## src/rtl/ssg_pkg.sv

```systemverilog
// constants and types for the spindle servo gain control block
// What this block does
// - coefficient gains apply only with digital spindle
// - rough gain from speed field plus rough bit
// - phase and speed gains: -6, 0, +6 dB
// - overall loop gain: 0, +6, +12 dB
// - digital spindle off: rough bit picks -12/0 dB
// - pin field drives both comparator pins alike
// - second pin floats unless its enable set
// - rough bit acts with digital spindle on or off
// - pwm select: both error outputs are pwm
// - pwm clear: phase output ternary, wide modes allowed
// - bottom hold every 32 or 16 frames
// - peak hold every 4 or 2 frames
// - target speed is (256 - code) / 32
// - double speed select doubles every target speed
// - auto mode: rough while pll is unlocked, phase once locked
package ssg_pkg;
    // ----------------------------------------
    // register map
    // ----------------------------------------
    localparam logic [7:0] ADDR_CMD = 8'h00;
    localparam logic [7:0] ADDR_COEF = 8'h04;
    localparam logic [7:0] ADDR_CLVC = 8'h08;
    localparam logic [7:0] ADDR_CFG = 8'h0C;
    localparam logic [7:0] ADDR_STAT = 8'h10;
    localparam logic [7:0] ADDR_VEL = 8'h14;
    localparam logic [1:0] RESP_OKAY = 2'h0;
    localparam logic [1:0] RESP_SLVERR = 2'h2;
    // ----------------------------------------
    // command word layout
    // ----------------------------------------
    localparam int OP_LSB = 24;
    localparam logic [3:0] OP_COEF = 4'hC;
    localparam logic [3:0] OP_CLV = 4'hD;
    localparam int COEF_LSB = 16;
    localparam int CLV_LSB = 12;
    // ----------------------------------------
    // field positions and reset values
    // ----------------------------------------
    localparam int COEF_PHASE = 6;
    localparam int COEF_SPEED = 4;
    localparam int COEF_OVERALL = 2;
    localparam int COEF_PIN = 0;
    localparam int CLV_PWM = 11;
    localparam int CLV_TB = 10;
    localparam int CLV_TP = 9;
    localparam int CLV_ROUGH = 8;
    localparam int CLV_VEL = 0;
    localparam int CFG_DIGITAL_SPINDLE_ENABLE = 0;
    localparam int CFG_SECOND = 1;
    localparam int CFG_DOUBLE_SPEED_SELECT = 2;
    localparam int CFG_MODE = 3;
    localparam logic [7:0] COEF_RST = 8'h50;
    localparam logic [11:0] CLV_RST = 12'h0E0;
    localparam logic [4:0] CFG_RST = 5'h00;
    // ----------------------------------------
    // gains in dB, hold divisors, velocity
    // ----------------------------------------
    localparam logic signed [5:0] DB_M12 = 6'sh34;
    localparam logic signed [5:0] DB_M6 = 6'sh3A;
    localparam logic signed [5:0] DB_0 = 6'sh00;
    localparam logic signed [5:0] DB_P6 = 6'sh06;
    localparam logic signed [5:0] DB_P12 = 6'sh0C;
    localparam int BOTTOM_SLOW_DIV = 32;
    localparam int BOTTOM_FAST_DIV = 16;
    localparam int PEAK_SLOW_DIV = 4;
    localparam int PEAK_FAST_DIV = 2;
    localparam logic [8:0] VEL_FULL = 9'h100;
    // ----------------------------------------
    // types
    // ----------------------------------------
    typedef logic signed [5:0] ssg_db_type;
    typedef struct packed {
        ssg_db_type overall;
        ssg_db_type speed;
        ssg_db_type phase;
        ssg_db_type rough;
    } ssg_gain_set_type;
    typedef struct packed {
        logic oe;
        logic out;
    } ssg_pin_type;
    typedef enum logic [1:0] {SSG_ROUGH, SSG_PHASE, SSG_HOLD, SSG_AUTO} ssg_mode_type;
endpackage : ssg_pkg

```

## src/rtl/ssg_pwm.sv

```systemverilog
// pwm generator for one signed servo error
`timescale 1ns/1ps
module ssg_pwm (
    // clock and reset
    input wire logic aclk,
    input wire logic aresetn,
    // error in, pulse out
    input wire logic signed [7:0] err,
    output logic pwm
);
    logic [7:0] ramp;

    always_ff @(posedge aclk) begin
        if (!aresetn) begin
            ramp <= 8'h00;
        end else begin
            ramp <= ramp + 8'h01;
        end
    end

    // offset binary, so zero error gives half duty
    always_ff @(posedge aclk) begin
        if (!aresetn) begin
            pwm <= 1'b0;
        end else begin
            pwm <= (ramp < (err ^ 8'h80));
        end
    end
endmodule : ssg_pwm

```

## src/rtl/ssg_hold_div.sv

```systemverilog
// frame tick divider producing a hold strobe at one of two rates
`timescale 1ns/1ps
module ssg_hold_div #(
    parameter int SLOW_DIV = 32,
    parameter int FAST_DIV = 16
) (
    // clock and reset
    input wire logic aclk,
    input wire logic aresetn,
    // control
    input wire logic tick,
    input wire logic fast_sel,
    input wire logic enable,
    // strobe
    output logic hold_pulse
);
    logic [5:0] count;
    logic [5:0] last;

    assign last = fast_sel ? 6'(FAST_DIV - 1) : 6'(SLOW_DIV - 1);

    // count frames; idle modes restart so the first strobe is a full period
    always_ff @(posedge aclk) begin
        if (!aresetn || !enable) begin
            count <= 6'h00;
            hold_pulse <= 1'b0;
        end else if (tick && count >= last) begin
            count <= 6'h00;
            hold_pulse <= 1'b1;
        end else begin
            count <= tick ? count + 6'h01 : count;
            hold_pulse <= 1'b0;
        end
    end
endmodule : ssg_hold_div

```

## src/rtl/ssg_spindle_gain.sv

```systemverilog
// spindle servo gain control with axi4-lite register access
`timescale 1ns/1ps
module ssg_spindle_gain (
    // clock and reset
    input wire logic aclk,
    input wire logic aresetn,
    // axi4-lite write
    input wire logic [7:0] s_axi_awaddr,
    input wire logic s_axi_awvalid,
    output logic s_axi_awready,
    input wire logic [31:0] s_axi_wdata,
    input wire logic [3:0] s_axi_wstrb,
    input wire logic s_axi_wvalid,
    output logic s_axi_wready,
    output logic [1:0] s_axi_bresp,
    output logic s_axi_bvalid,
    input wire logic s_axi_bready,
    // axi4-lite read
    input wire logic [7:0] s_axi_araddr,
    input wire logic s_axi_arvalid,
    output logic s_axi_arready,
    output logic [31:0] s_axi_rdata,
    output logic [1:0] s_axi_rresp,
    output logic s_axi_rvalid,
    input wire logic s_axi_rready,
    // servo side inputs
    input wire logic frame_clock,
    input wire logic phase_comparator_raw,
    input wire logic pll_locked,
    input wire logic signed [7:0] speed_error,
    input wire logic signed [7:0] phase_error,
    // motor driver side
    output ssg_pkg::ssg_pin_type phase_comparator_out_a,
    output ssg_pkg::ssg_pin_type phase_comparator_out_b,
    output ssg_pkg::ssg_pin_type speed_error_output,
    output ssg_pkg::ssg_pin_type phase_error_output,
    output ssg_pkg::ssg_gain_set_type gains,
    output ssg_pkg::ssg_mode_type servo_mode,
    output logic [9:0] target_speed_x32,
    output logic wide_range_allowed,
    output logic bottom_hold_pulse,
    output logic peak_hold_pulse
);
    // ----------------------------------------
    // state
    // ----------------------------------------
    logic [7:0] coef;
    logic [11:0] clv;
    logic [4:0] cfg;
    logic aw_full;
    logic w_full;
    logic [7:0] awaddr_q;
    logic [31:0] wdata_q;
    logic [3:0] wstrb_q;
    logic aw_fire;
    logic w_fire;
    logic ar_fire;
    logic do_write;
    logic next_aw_full;
    logic next_w_full;
    logic next_bvalid;
    logic next_rvalid;
    logic [7:0] waddr;
    logic [31:0] wword;
    logic [31:0] cmd_word;
    logic [31:0] rword;
    logic addr_hit;
    logic frame_s1;
    logic frame_s2;
    logic frame_s3;
    logic frame_tick;
    logic digital_spindle_enable;
    logic pwm_sel;
    ssg_pkg::ssg_mode_type next_mode;
    ssg_pkg::ssg_gain_set_type next_gains;
    ssg_pkg::ssg_pin_type next_pin;
    logic [8:0] vel_base;
    logic speed_pwm;
    logic phase_pwm;

    function automatic logic [31:0] merge(input logic [31:0] old, input logic [31:0] val,
                                          input logic [3:0] strb);
        logic [31:0] res;
        res = old;
        for (int i = 0; i < 4; i++) begin
            if (strb[i]) begin
                res[i*8 +: 8] = val[i*8 +: 8];
            end
        end
        return res;
    endfunction : merge

    function automatic ssg_pkg::ssg_db_type step_gain(input logic [1:0] code);
        unique case (code)
            2'b00: return ssg_pkg::DB_M6;
            2'b01: return ssg_pkg::DB_0;
            2'b10: return ssg_pkg::DB_P6;
            2'b11: return ssg_pkg::DB_0;
        endcase
    endfunction : step_gain

    // ----------------------------------------
    // axi4-lite write channel
    // ----------------------------------------
    assign aw_fire = s_axi_awvalid && s_axi_awready;
    assign w_fire = s_axi_wvalid && s_axi_wready;
    assign do_write = (aw_full || aw_fire) && (w_full || w_fire) && !s_axi_bvalid;
    assign waddr = aw_fire ? s_axi_awaddr : awaddr_q;
    assign wword = w_fire ? s_axi_wdata : wdata_q;
    assign cmd_word = merge(32'h0000_0000, wword, w_fire ? s_axi_wstrb : wstrb_q);
    assign next_aw_full = do_write ? 1'b0 : (aw_full || aw_fire);
    assign next_w_full = do_write ? 1'b0 : (w_full || w_fire);
    assign next_bvalid = do_write ? 1'b1 : (s_axi_bvalid && s_axi_bready) ? 1'b0 : s_axi_bvalid;

    always_ff @(posedge aclk) begin
        if (!aresetn) begin
            aw_full <= 1'b0;
            w_full <= 1'b0;
            awaddr_q <= 8'h00;
            wdata_q <= 32'h0000_0000;
            wstrb_q <= 4'h0;
            s_axi_awready <= 1'b0;
            s_axi_wready <= 1'b0;
            s_axi_bvalid <= 1'b0;
            s_axi_bresp <= ssg_pkg::RESP_OKAY;
        end else begin
            aw_full <= next_aw_full;
            w_full <= next_w_full;
            if (aw_fire) begin
                awaddr_q <= s_axi_awaddr;
            end
            if (w_fire) begin
                wdata_q <= s_axi_wdata;
                wstrb_q <= s_axi_wstrb;
            end
            s_axi_awready <= !next_aw_full && !next_bvalid;
            s_axi_wready <= !next_w_full && !next_bvalid;
            s_axi_bvalid <= next_bvalid;
            if (do_write) begin
                s_axi_bresp <= (waddr[7:2] <= ssg_pkg::ADDR_VEL[7:2]) ?
                               ssg_pkg::RESP_OKAY : ssg_pkg::RESP_SLVERR;
            end
        end
    end

    // ----------------------------------------
    // command and configuration registers
    // ----------------------------------------
    // nibble selects command
    // the word is acted on only once address and data are both in
    always_ff @(posedge aclk) begin
        if (!aresetn) begin
            coef <= ssg_pkg::COEF_RST;
            clv <= ssg_pkg::CLV_RST;
        end else if (do_write && waddr[7:2] == ssg_pkg::ADDR_CMD[7:2]) begin
            if (cmd_word[ssg_pkg::OP_LSB +: 4] == ssg_pkg::OP_COEF) begin
                coef <= cmd_word[ssg_pkg::COEF_LSB +: 8];
            end else if (cmd_word[ssg_pkg::OP_LSB +: 4] == ssg_pkg::OP_CLV) begin
                clv <= cmd_word[ssg_pkg::CLV_LSB +: 12];
            end
        end
    end

    always_ff @(posedge aclk) begin
        if (!aresetn) begin
            cfg <= ssg_pkg::CFG_RST;
        end else if (do_write && waddr[7:2] == ssg_pkg::ADDR_CFG[7:2]) begin
            cfg <= 5'(merge({27'h0000000, cfg}, wword, w_fire ? s_axi_wstrb : wstrb_q));
        end
    end

    // ----------------------------------------
    // axi4-lite read channel
    // ----------------------------------------
    assign ar_fire = s_axi_arvalid && s_axi_arready;
    assign next_rvalid = ar_fire ? 1'b1 : (s_axi_rvalid && s_axi_rready) ? 1'b0 : s_axi_rvalid;
    assign addr_hit = s_axi_araddr[7:2] <= ssg_pkg::ADDR_VEL[7:2];

    always_comb begin
        rword = 32'h0000_0000;
        unique case (s_axi_araddr[7:2])
            ssg_pkg::ADDR_COEF[7:2]: rword = {24'h000000, coef};
            ssg_pkg::ADDR_CLVC[7:2]: rword = {20'h00000, clv};
            ssg_pkg::ADDR_CFG[7:2]: rword = {27'h0000000, cfg};
            ssg_pkg::ADDR_STAT[7:2]: rword = {5'h00, servo_mode, wide_range_allowed, gains};
            ssg_pkg::ADDR_VEL[7:2]: rword = {22'h000000, target_speed_x32};
            default: rword = 32'h0000_0000;
        endcase
    end

    always_ff @(posedge aclk) begin
        if (!aresetn) begin
            s_axi_arready <= 1'b0;
            s_axi_rvalid <= 1'b0;
            s_axi_rdata <= 32'h0000_0000;
            s_axi_rresp <= ssg_pkg::RESP_OKAY;
        end else begin
            s_axi_arready <= !next_rvalid;
            s_axi_rvalid <= next_rvalid;
            if (ar_fire) begin
                s_axi_rdata <= rword;
                s_axi_rresp <= addr_hit ? ssg_pkg::RESP_OKAY : ssg_pkg::RESP_SLVERR;
            end
        end
    end

    // ----------------------------------------
    // gain decode
    // ----------------------------------------
    assign digital_spindle_enable = cfg[ssg_pkg::CFG_DIGITAL_SPINDLE_ENABLE];
    assign pwm_sel = clv[ssg_pkg::CLV_PWM];

    always_comb begin
        next_gains.phase = ssg_pkg::DB_0;
        next_gains.speed = ssg_pkg::DB_0;
        next_gains.overall = ssg_pkg::DB_0;
        next_gains.rough = ssg_pkg::DB_0;
        if (digital_spindle_enable) begin
            next_gains.phase = step_gain(coef[ssg_pkg::COEF_PHASE +: 2]);
            next_gains.speed = step_gain(coef[ssg_pkg::COEF_SPEED +: 2]);
            // reserved codes fall back to 0 dB
            unique case (coef[ssg_pkg::COEF_OVERALL +: 2])
                2'b00: next_gains.overall = ssg_pkg::DB_0;
                2'b01: next_gains.overall = ssg_pkg::DB_P6;
                2'b10: next_gains.overall = ssg_pkg::DB_P12;
                2'b11: next_gains.overall = ssg_pkg::DB_0;
            endcase
            unique case ({coef[ssg_pkg::COEF_SPEED +: 2], clv[ssg_pkg::CLV_ROUGH]})
                3'b000: next_gains.rough = ssg_pkg::DB_M12;
                3'b001, 3'b010: next_gains.rough = ssg_pkg::DB_M6;
                3'b011, 3'b100: next_gains.rough = ssg_pkg::DB_0;
                3'b101: next_gains.rough = ssg_pkg::DB_P6;
                3'b110, 3'b111: next_gains.rough = ssg_pkg::DB_0;
            endcase
        end else begin
            next_gains.rough = clv[ssg_pkg::CLV_ROUGH] ? ssg_pkg::DB_0 : ssg_pkg::DB_M12;
        end
    end

    // ----------------------------------------
    // servo mode and target velocity
    // ----------------------------------------
    // auto mode: rough while unlocked, phase once locked
    always_comb begin
        next_mode = ssg_pkg::ssg_mode_type'(cfg[ssg_pkg::CFG_MODE +: 2]);
        if (next_mode == ssg_pkg::SSG_AUTO) begin
            next_mode = pll_locked ? ssg_pkg::SSG_PHASE : ssg_pkg::SSG_ROUGH;
        end
    end

    // speed is (256 - code) / 32
    assign vel_base = ssg_pkg::VEL_FULL - {1'b0, clv[ssg_pkg::CLV_VEL +: 8]};

    always_ff @(posedge aclk) begin
        if (!aresetn) begin
            gains <= '0;
            servo_mode <= ssg_pkg::SSG_ROUGH;
            target_speed_x32 <= 10'h000;
            wide_range_allowed <= 1'b0;
        end else begin
            gains <= next_gains;
            servo_mode <= next_mode;
            // double speed doubles
            // the caller must pair crystal and crystal select for these to hold
            target_speed_x32 <= cfg[ssg_pkg::CFG_DOUBLE_SPEED_SELECT] ? {vel_base, 1'b0} : {1'b0, vel_base};
            wide_range_allowed <= !pwm_sel;
        end
    end

    // ----------------------------------------
    // phase comparator pins
    // ----------------------------------------
    // pin field decode
    always_comb begin
        unique case (coef[ssg_pkg::COEF_PIN +: 2])
            2'b00: next_pin = '{oe: 1'b1, out: phase_comparator_raw};
            2'b01: next_pin = '{oe: 1'b0, out: 1'b0};
            2'b10: next_pin = '{oe: 1'b1, out: 1'b0};
            2'b11: next_pin = '{oe: 1'b1, out: 1'b1};
        endcase
    end

    always_ff @(posedge aclk) begin
        if (!aresetn) begin
            phase_comparator_out_a <= '0;
            phase_comparator_out_b <= '0;
        end else begin
            phase_comparator_out_a <= next_pin;
            phase_comparator_out_b <= cfg[ssg_pkg::CFG_SECOND] ? next_pin : '0;
        end
    end

    // ----------------------------------------
    // error outputs
    // ----------------------------------------
    ssg_pwm u_speed_pwm (
        .aclk(aclk),
        .aresetn(aresetn),
        .err(speed_error),
        .pwm(speed_pwm)
    );

    ssg_pwm u_phase_pwm (
        .aclk(aclk),
        .aresetn(aresetn),
        .err(phase_error),
        .pwm(phase_pwm)
    );

    always_ff @(posedge aclk) begin
        if (!aresetn) begin
            speed_error_output <= '0;
            phase_error_output <= '0;
        end else if (pwm_sel) begin
            speed_error_output <= '{oe: 1'b1, out: speed_pwm};
            phase_error_output <= '{oe: 1'b1, out: phase_pwm};
        end else begin
            // ternary phase output
            // zero error floats the pin, sign picks the driven level
            speed_error_output <= '0;
            phase_error_output <= '{oe: (phase_error != 8'sh00), out: !phase_error[7]};
        end
    end

    // ----------------------------------------
    // frame clock and hold strobes
    // ----------------------------------------
    always_ff @(posedge aclk) begin
        if (!aresetn) begin
            frame_s1 <= 1'b0;
            frame_s2 <= 1'b0;
            frame_s3 <= 1'b0;
        end else begin
            frame_s1 <= frame_clock;
            frame_s2 <= frame_s1;
            frame_s3 <= frame_s2;
        end
    end

    assign frame_tick = frame_s2 && !frame_s3;

    ssg_hold_div #(
        .SLOW_DIV(ssg_pkg::BOTTOM_SLOW_DIV),
        .FAST_DIV(ssg_pkg::BOTTOM_FAST_DIV)
    ) u_bottom (
        .aclk(aclk),
        .aresetn(aresetn),
        .tick(frame_tick),
        .fast_sel(clv[ssg_pkg::CLV_TB]),
        .enable(servo_mode == ssg_pkg::SSG_ROUGH || servo_mode == ssg_pkg::SSG_HOLD),
        .hold_pulse(bottom_hold_pulse)
    );

    ssg_hold_div #(
        .SLOW_DIV(ssg_pkg::PEAK_SLOW_DIV),
        .FAST_DIV(ssg_pkg::PEAK_FAST_DIV)
    ) u_peak (
        .aclk(aclk),
        .aresetn(aresetn),
        .tick(frame_tick),
        .fast_sel(clv[ssg_pkg::CLV_TP]),
        .enable(servo_mode == ssg_pkg::SSG_ROUGH),
        .hold_pulse(peak_hold_pulse)
    );
endmodule : ssg_spindle_gain

```

## config.mk

```make
export PLATFORM = sky130hd
export DESIGN_NAME = ssg_spindle_gain
export DESIGN_NICKNAME = d
export VERILOG_FILES = /design/src/rtl/ssg_pkg.sv /design/src/rtl/ssg_pwm.sv /design/src/rtl/ssg_hold_div.sv /design/src/rtl/ssg_spindle_gain.sv
export SDC_FILE = /design/constraint.sdc
export NUM_CORES = 1
export LEC_CHECK = 0
export ABC_AREA = 1
export BUFFER_PORTS_ARGS = -buffer_cell sky130_fd_sc_hd__buf_2
export CAP_MARGIN = 20
export CORE_MARGIN = 3
export CORE_UTILIZATION = 45
export CTS_CLUSTER_DIAMETER = 200
export CTS_CLUSTER_SIZE = 16
export DETAILED_ROUTE_END_ITERATION = 10
export PLACE_DENSITY = 0.74
export SLEW_MARGIN = 10
export SYNTH_ARGS = -nofsm -noshare
export SYNTH_HDL_FRONTEND = slang
export SYNTH_HIERARCHICAL = 1
export SYNTH_SLANG_ARGS = --single-unit
```

## constraint.sdc

```tcl
create_clock -name aclk -period 1.6 [get_ports aclk]
set_input_delay 0.08 -clock aclk [delete_from_list [all_inputs] [get_ports aclk]]
set_output_delay 0.08 -clock aclk [all_outputs]
set_load 0.005 [all_outputs]
```

## After elaboration in Yosys (flattened, before gate mapping)

Memories as Yosys holds them, arrays and structs flattened.
Cells that the tools add are included.

- Bits in registers: 192
- Memories kept: 1
- Output and inout port bits: 88
- ROM bits: 40
- Logic and storage cells: 164

Memory list:

| memory | words | width | read ports | clocked after memory_dff | wr ports | line | source |
|---|---|---|---|---|---|---|---|
| (no name shown) | 8 | 5 | 1 | 0 | 0 | ssg_spindle_gain.sv:228 | `unique case ({coef[ssg_pkg::COEF_SPEED +: 2], clv[ssg_pkg::CLV_ROUGH]})` |

- Reduce and logical (&&, ||, !) cells: 50
- Multiplexer cells: 30
- Equal/unequal tests: 22
- Bitwise logic cells: 4
- $lt $le $gt $ge: 6
- Add/subtract/negate cells: 5

Operators with widths:

| operator | count |
|---|---|
| $pmux W27 S5 | 1 |
| $pmux W6 S3 | 3 |
| $mux W32 | 1 |
| $mux W8 | 3 |
| $eq A2 B2 Y1 const B | 10 |
| $eq A6 B2 Y1 const B | 3 |
| $add A8 B1 Y8 const B | 2 |
| $lt A8 B8 Y1 | 2 |
| $logic_and A1 B1 Y1 | 14 |
| $add A6 B1 Y6 const B | 2 |
| $eq A6 B3 Y1 const B | 2 |
| $ge A6 B6 Y1 | 2 |
| $le A6 B3 Y1 const B | 2 |
| $mux W2 | 6 |
| $mux W6 | 2 |
| $reduce_and A2 Y1 | 6 |
| $reduce_or A2 Y1 | 6 |
| $logic_not A1 Y1 | 11 |
| $logic_not A2 Y1 | 5 |
| $mux W1 | 9 |
| $mux W9 | 1 |
| $sub A9 B8 Y9 const A | 1 |
| $eq A2 B1 Y1 const B | 4 |
| $eq A4 B4 Y1 const B | 2 |
| 9 further kinds | 17 |

## Depth between registers and ports, before layout

- Depth in word-level cells: 7
- Depth in mapped cells: 12
- Gate-level depth less buffers: 10

## Modules after synthesis

The synthesis kept the hierarchy.

Modules (own cells, without submodules):

| module | times used | sequential area each (sq um) | area each (sq um) | cells an instance |
|---|---|---|---|---|
| ssg_spindle_gain | 1 | 2462.4 | 5377.7 | 727 |
| ssg_pwm | 2 | 180.2 | 523.0 | 72 |
| ssg_hold_div at u_peak | 1 | 140.1 | 350.3 | 49 |
| ssg_hold_div at u_bottom | 1 | 140.1 | 339.1 | 43 |

## Least setup slack after synthesis

No wires, ideal clock.

- Path type: register to register
- Start: register s_axi_awready
- End: register coef[4]
- Arrival time: 1.376 ns
- Period minus slack after synthesis: 1.506 ns
- Setup slack: 0.094 ns
- Library setup time: 0.130 ns
- Buffers on the path: 2
- Cell stages (with the launch flop): 12
- Cell sequence: dfxtp_1 buf_4 nand2_4 nand2_2 nand2_2 nor2_4 nand2_2 nor2_8 buf_6 nand2_1 nand2_1 nand3_1

- Longest elaborated chain between the ends: 6
- Elaborated cells on any way between the ends: 8

Ends and longest elaborated chain:

| element | line | source |
|---|---|---|
| start, declared | ssg_spindle_gain.sv:10 | `output logic s_axi_awready,` |
| start signal, assigned | ssg_spindle_gain.sv:136 | `s_axi_awready <= !next_aw_full && !next_bvalid;` |
| $logic_and A1 B1 Y1 * | ssg_spindle_gain.sv:105 | `assign aw_fire = s_axi_awvalid && s_axi_awready;` |
| parallel branches: the longest is 3 deep, another holds $mux W8 | -- |  |
| $logic_and A1 B1 Y1 * | ssg_spindle_gain.sv:155 | `end else if (do_write && waddr[7:2] == ssg_pkg::ADDR_CMD[7:2]) begin` |
| $reduce_and A2 Y1 (no line) * | -- |  |
| end signal, assigned | ssg_spindle_gain.sv:153 | `coef <= ssg_pkg::COEF_RST;` |
| end signal, assigned | ssg_spindle_gain.sv:157 | `coef <= cmd_word[ssg_pkg::COEF_LSB +: 8];` |
| end, declared | ssg_spindle_gain.sv:47 | `logic [7:0] coef;` |

Mark *: on every way between the ends.
A chain may end at the register's enable or synchronous reset.

## Worst setup path after layout

- Start: register s_axi_awready
- End: register cfg[4]

- Longest elaborated chain between the ends: 6
- Elaborated cells on any way between the ends: 8

Ends and longest elaborated chain:

| element | line | source |
|---|---|---|
| $logic_and A1 B1 Y1 * | ssg_spindle_gain.sv:105 |  |
| parallel branches: the longest is 3 deep, another holds $mux W8 | -- |  |
| $logic_and A1 B1 Y1 * | ssg_spindle_gain.sv:167 | `end else if (do_write && waddr[7:2] == ssg_pkg::ADDR_CFG[7:2]) begin` |
| $reduce_and A2 Y1 (no line) * | -- |  |
| end signal, assigned | ssg_spindle_gain.sv:166 | `cfg <= ssg_pkg::CFG_RST;` |
| end signal, assigned | ssg_spindle_gain.sv:168 | `cfg <= 5'(merge({27'h0000000, cfg}, wword, w_fire ? s_axi_wstrb : wstrb_q));` |
| end, declared | ssg_spindle_gain.sv:49 | `logic [4:0] cfg;` |

Marks and branches as above.

==> results.md <==
- Run status: finished clean
- Most frequent cells in the layout: nand2_1, dfxtp_1, nor2_1, buf_2, inv_1
- Drc violations: 0
- Worst EP arrival: 1.87 ns
- Mux share of post-synthesis cell area: 1.27%
- Slowest CP cell: dfxtp_4
- Pre-Repair DR Iteration Count: 5
- Clock Latency Late Sink: 0.42 ns
- Share of layout cells above drive strength 1: 20.7%
- Post-placement cell area: 8000 µm²
- Area Growth Syn to Fin: 24.9%
- Wire length of the first global-routing pass: 27.5 mm
- I/O pin count: 166
- Hold Path Stages: 3
- Setup Viol. Count Final: 0
- RSZ-0062 raised after global routing: yes
- PwrDens: 982 nW/µm²
- Setup TNS Final: 0 ns
- Synth Area in XOR/XNOR: 1.72%
- Worst Skew: 0.00575 ns
- WL per Instance: 12.1 µm
- Worst r2r dst: cfg[4]$_SDFFE_PN0P_
- Number of buffers created by CTS: 17
- Drt total wl: 16.5 mm
- CTS clk-pin slew, worst paths: 0.06 ns
- Critical path cell sequence: buf_4 > nand3_1 > nand2_1 > inv_1 > nand2_1 > nor3_4 > buf_4 > a21oi_1 > nor2_1
- Crit-path max FO: 6
- Critical Path RT: 1.95 ns
- Pin count of the biggest net entering global routing: 32
- R2R cell count: 9
- DP HPWL: 12.4 mm
- Synth warn: 6
- Core region area: 15300 µm²
- FF-to-FF setup slack: 0.08 ns
- Simple-gate share of the synthesized area: 27.9%
- Largest family of logic cells by synthesized area: simple AND/OR/NAND/NOR gates
- Seq/Total Area, Yosys: 43.6%
- Crit end category: flip-flop
- CP Launch Type: flip-flop
- CTS tree: yes
- Fin crit share: 95.1%
- I/O Buffers: 133
- Row count: 45
- Die area: 17400 µm²
- Final instance area: 8880 µm²
- Die Height: 132 µm
- Vias per cell: 4.68
- Vias in the first global route: 5911
- F_max: 657 MHz
- Die span in x: 132 µm
- Antenna Cells: 0
- Post-route ant nets: 0
- Cell variety after synth: 42
- Hold path endpoint: wstrb_q[0]$_SDFF_PN0_
- Final hold viol count: 0
- Compound-Gate Fraction of Synth Area: 9.15%
- Starting Density: 46.4%
- CTS HTree Levels: 4
- VDD IR max: 0.000798 V
- Fin Hold WS: 0.00267 ns
- Final Max Slew Viols: 0
- Sink Count: 155
- Setup WS pre-CTS: -0.00431 ns
- HP Start: s_axi_wstrb[0]
- Reg-to-Reg Start: s_axi_awready$_SDFF_PN0_
- Root buf cell: clkbuf_16
- Pleak: 4.50 nW
- Worst setup margin: 0.0779 ns
- Vias: 6378
- Most common cell after layout, fill and taps aside: nand2_1
- Cell Area, Synth: 7110 µm²
- Final global-route overflow total: 0
- Mean Syn Cell Area: 7.39 µm²
- Synthesis-stage register bit count: 155
- CP Class: reg2reg
- GR Util All Layers: 19.2%
- Hold Crit Class: in2reg
- Slowest stage delay, CP: 0.36 ns
- Fin crit period: 1.52 ns
- Initial antenna violation count: 0
- Max cap viols: 0
- NumNets Final: 1245
- Mapped Cells: 963
- DRT iter0 DRCs: 291
- Clock tree buffer depth: 2
- Post-Synth Adder-Cell Area: 4.57%
- RePlAce Congestion: 0.899
## registers in the layout, indices dropped and copies added (netlist names), 2 cells and up
| register | cells |
|---|---|
| phase_error_output | 2 |
| phase_comparator_out_a | 2 |
| target_speed_x32 | 10 |
| coef | 8 |
| s_axi_rdata | 21 |
| phase_comparator_out_b | 2 |
| servo_mode | 2 |
| u_peak/count | 6 |
| wdata_q | 21 |
| gains | 13 |
| awaddr_q | 6 |
| speed_error_output | 2 |
| u_speed_pwm/ramp | 8 |
| clv | 12 |
| u_phase_pwm/ramp | 8 |
| cfg | 5 |
| u_bottom/count | 6 |
| wstrb_q | 4 |
## cell usage after synthesis
master,instances,share of area (%)
inv_1,132,7.0
o21a_1,6,0.63
xnor2_1,5,0.62
nor3_1,11,0.77
o21bai_1,4,0.42
nand2_1,201,11
a211oi_1,1,0.11
buf_2,2,0.14
dfxtp_1,155,44
nand4_1,4,0.35
or2_1,1,0.088
buf_4,28,3.0
o22ai_1,6,0.53
a21oi_1,51,3.6
nor2_2,6,0.53
conb_1,1,0.053
buf_1,1,0.053
or2_0,3,0.26
o21ai_1,12,0.84
nand3b_1,4,0.42
clkbuf_1,13,0.69
nor4_1,1,0.088
nand2_4,2,0.32
a311oi_1,1,0.12
nand3_1,57,4.0
a31o_2,1,0.12
ha_1,26,4.6
o31ai_1,1,0.11
a31oi_1,4,0.35
nor3_4,2,0.46
inv_2,2,0.11
xor2_1,9,1.1
nor3b_1,1,0.11
clkbuf_8,1,0.19
buf_6,4,0.63
nand2_2,9,0.79
mux2i_1,9,1.3
nor2_8,1,0.28
nor2_1,144,7.6
nand3_2,4,0.56
nor2_4,4,0.63
o21ai_0,33,2.3
## stage by stage
step | instances | utilization (%) | power (W)
2_1_floorplan | 979 | - | 0.00477
3_3_place_gp | 1303 | 52.2 | 0.00502
3_5_place_dp | 1303 | 52.2 | 0.00504
4_1_cts | 1360 | 57.6 | 0.00878
5_1_grt | 1362 | 58.0 | 0.00913
6_report | 1362 | 58.0 | 0.00872
## where the power goes
group          total, W  internal, W  switching, W
Clock           0.00368      0.00222       0.00146
Sequential      0.00407      0.00400     0.0000685
Combinational  0.000966     0.000402      0.000565
Total           0.00872      0.00662       0.00210
## kinds of logic (layout without fill, tap and decap cells)
kind of cell / count (synthesis) / after routing
buffers and inverters: 183 / 355
AND/OR/NAND/NOR: 455 / 455
AO/OA/AOI/OAI: 120 / 120
other: 1 / 17
flip-flops: 155 / 155
multiplexers: 9 / 9
adder cells (fa/ha/maj): 26 / 26
XOR/XNOR: 14 / 14
## worst max path at each step
stage                                  start                    to  depth (start not counted)
floorplan           s_axi_awready$_SDFF_PN0_  coef[4]$_SDFFE_PN1P_                         11
global placement    s_axi_awready$_SDFF_PN0_   clv[9]$_SDFFE_PN0P_                         10
detailed placement   s_axi_wready$_SDFF_PN0_   clv[1]$_SDFFE_PN0P_                         10
CTS                  s_axi_wready$_SDFF_PN0_   clv[1]$_SDFFE_PN0P_                         10
global route        s_axi_awready$_SDFF_PN0_  coef[5]$_SDFFE_PN0P_                         10
finish              s_axi_awready$_SDFF_PN0_   cfg[4]$_SDFFE_PN0P_                          9
## what timing repair did
item | CTS | global route
setup endpoints to repair | 7 | 28
gates resized for setup | 2 | 18
hold buffers | 27 | 1
gates cloned | 0 | 1
setup buffers | 1 | 0
pin swaps | 1 | 5
hold endpoints to repair | 24 | 1
## area by class of cell
type | count | area [µm²]
Fill cell | 1441 | 6430
Multi-Input combinational cell | 641 | 3270
Sequential cell | 155 | 3110
Timing Repair Buffer | 192 | 1190
Inverter | 134 | 503
Clock buffer | 21 | 470
Tap cell | 211 | 264
Clock inverter | 8 | 71.3
## layer usage
| metal | global-route usage, % | wire, µm | up-vias |
|---|---|---|---|
| met1 | 26.0 | 7880 | 2804 |
| met5 | 0 | 0 | - |
| met4 | 7.29 | 338 | 0 |
| met3 | 4.52 | 1020 | 27 |
| li1 | - | - | 3336 |
| met2 | 30.0 | 7270 | 211 |
## critical path, delay by kind of cell, from the launching register on
kind / cells / cell delay (ns)
compound gates: 1 / 0.06
simple gates: 5 / 0.61
flops: 1 / 0.36
buf+inv: 3 / 0.42
No activity file was read; power rests on OpenSTA's default activity.
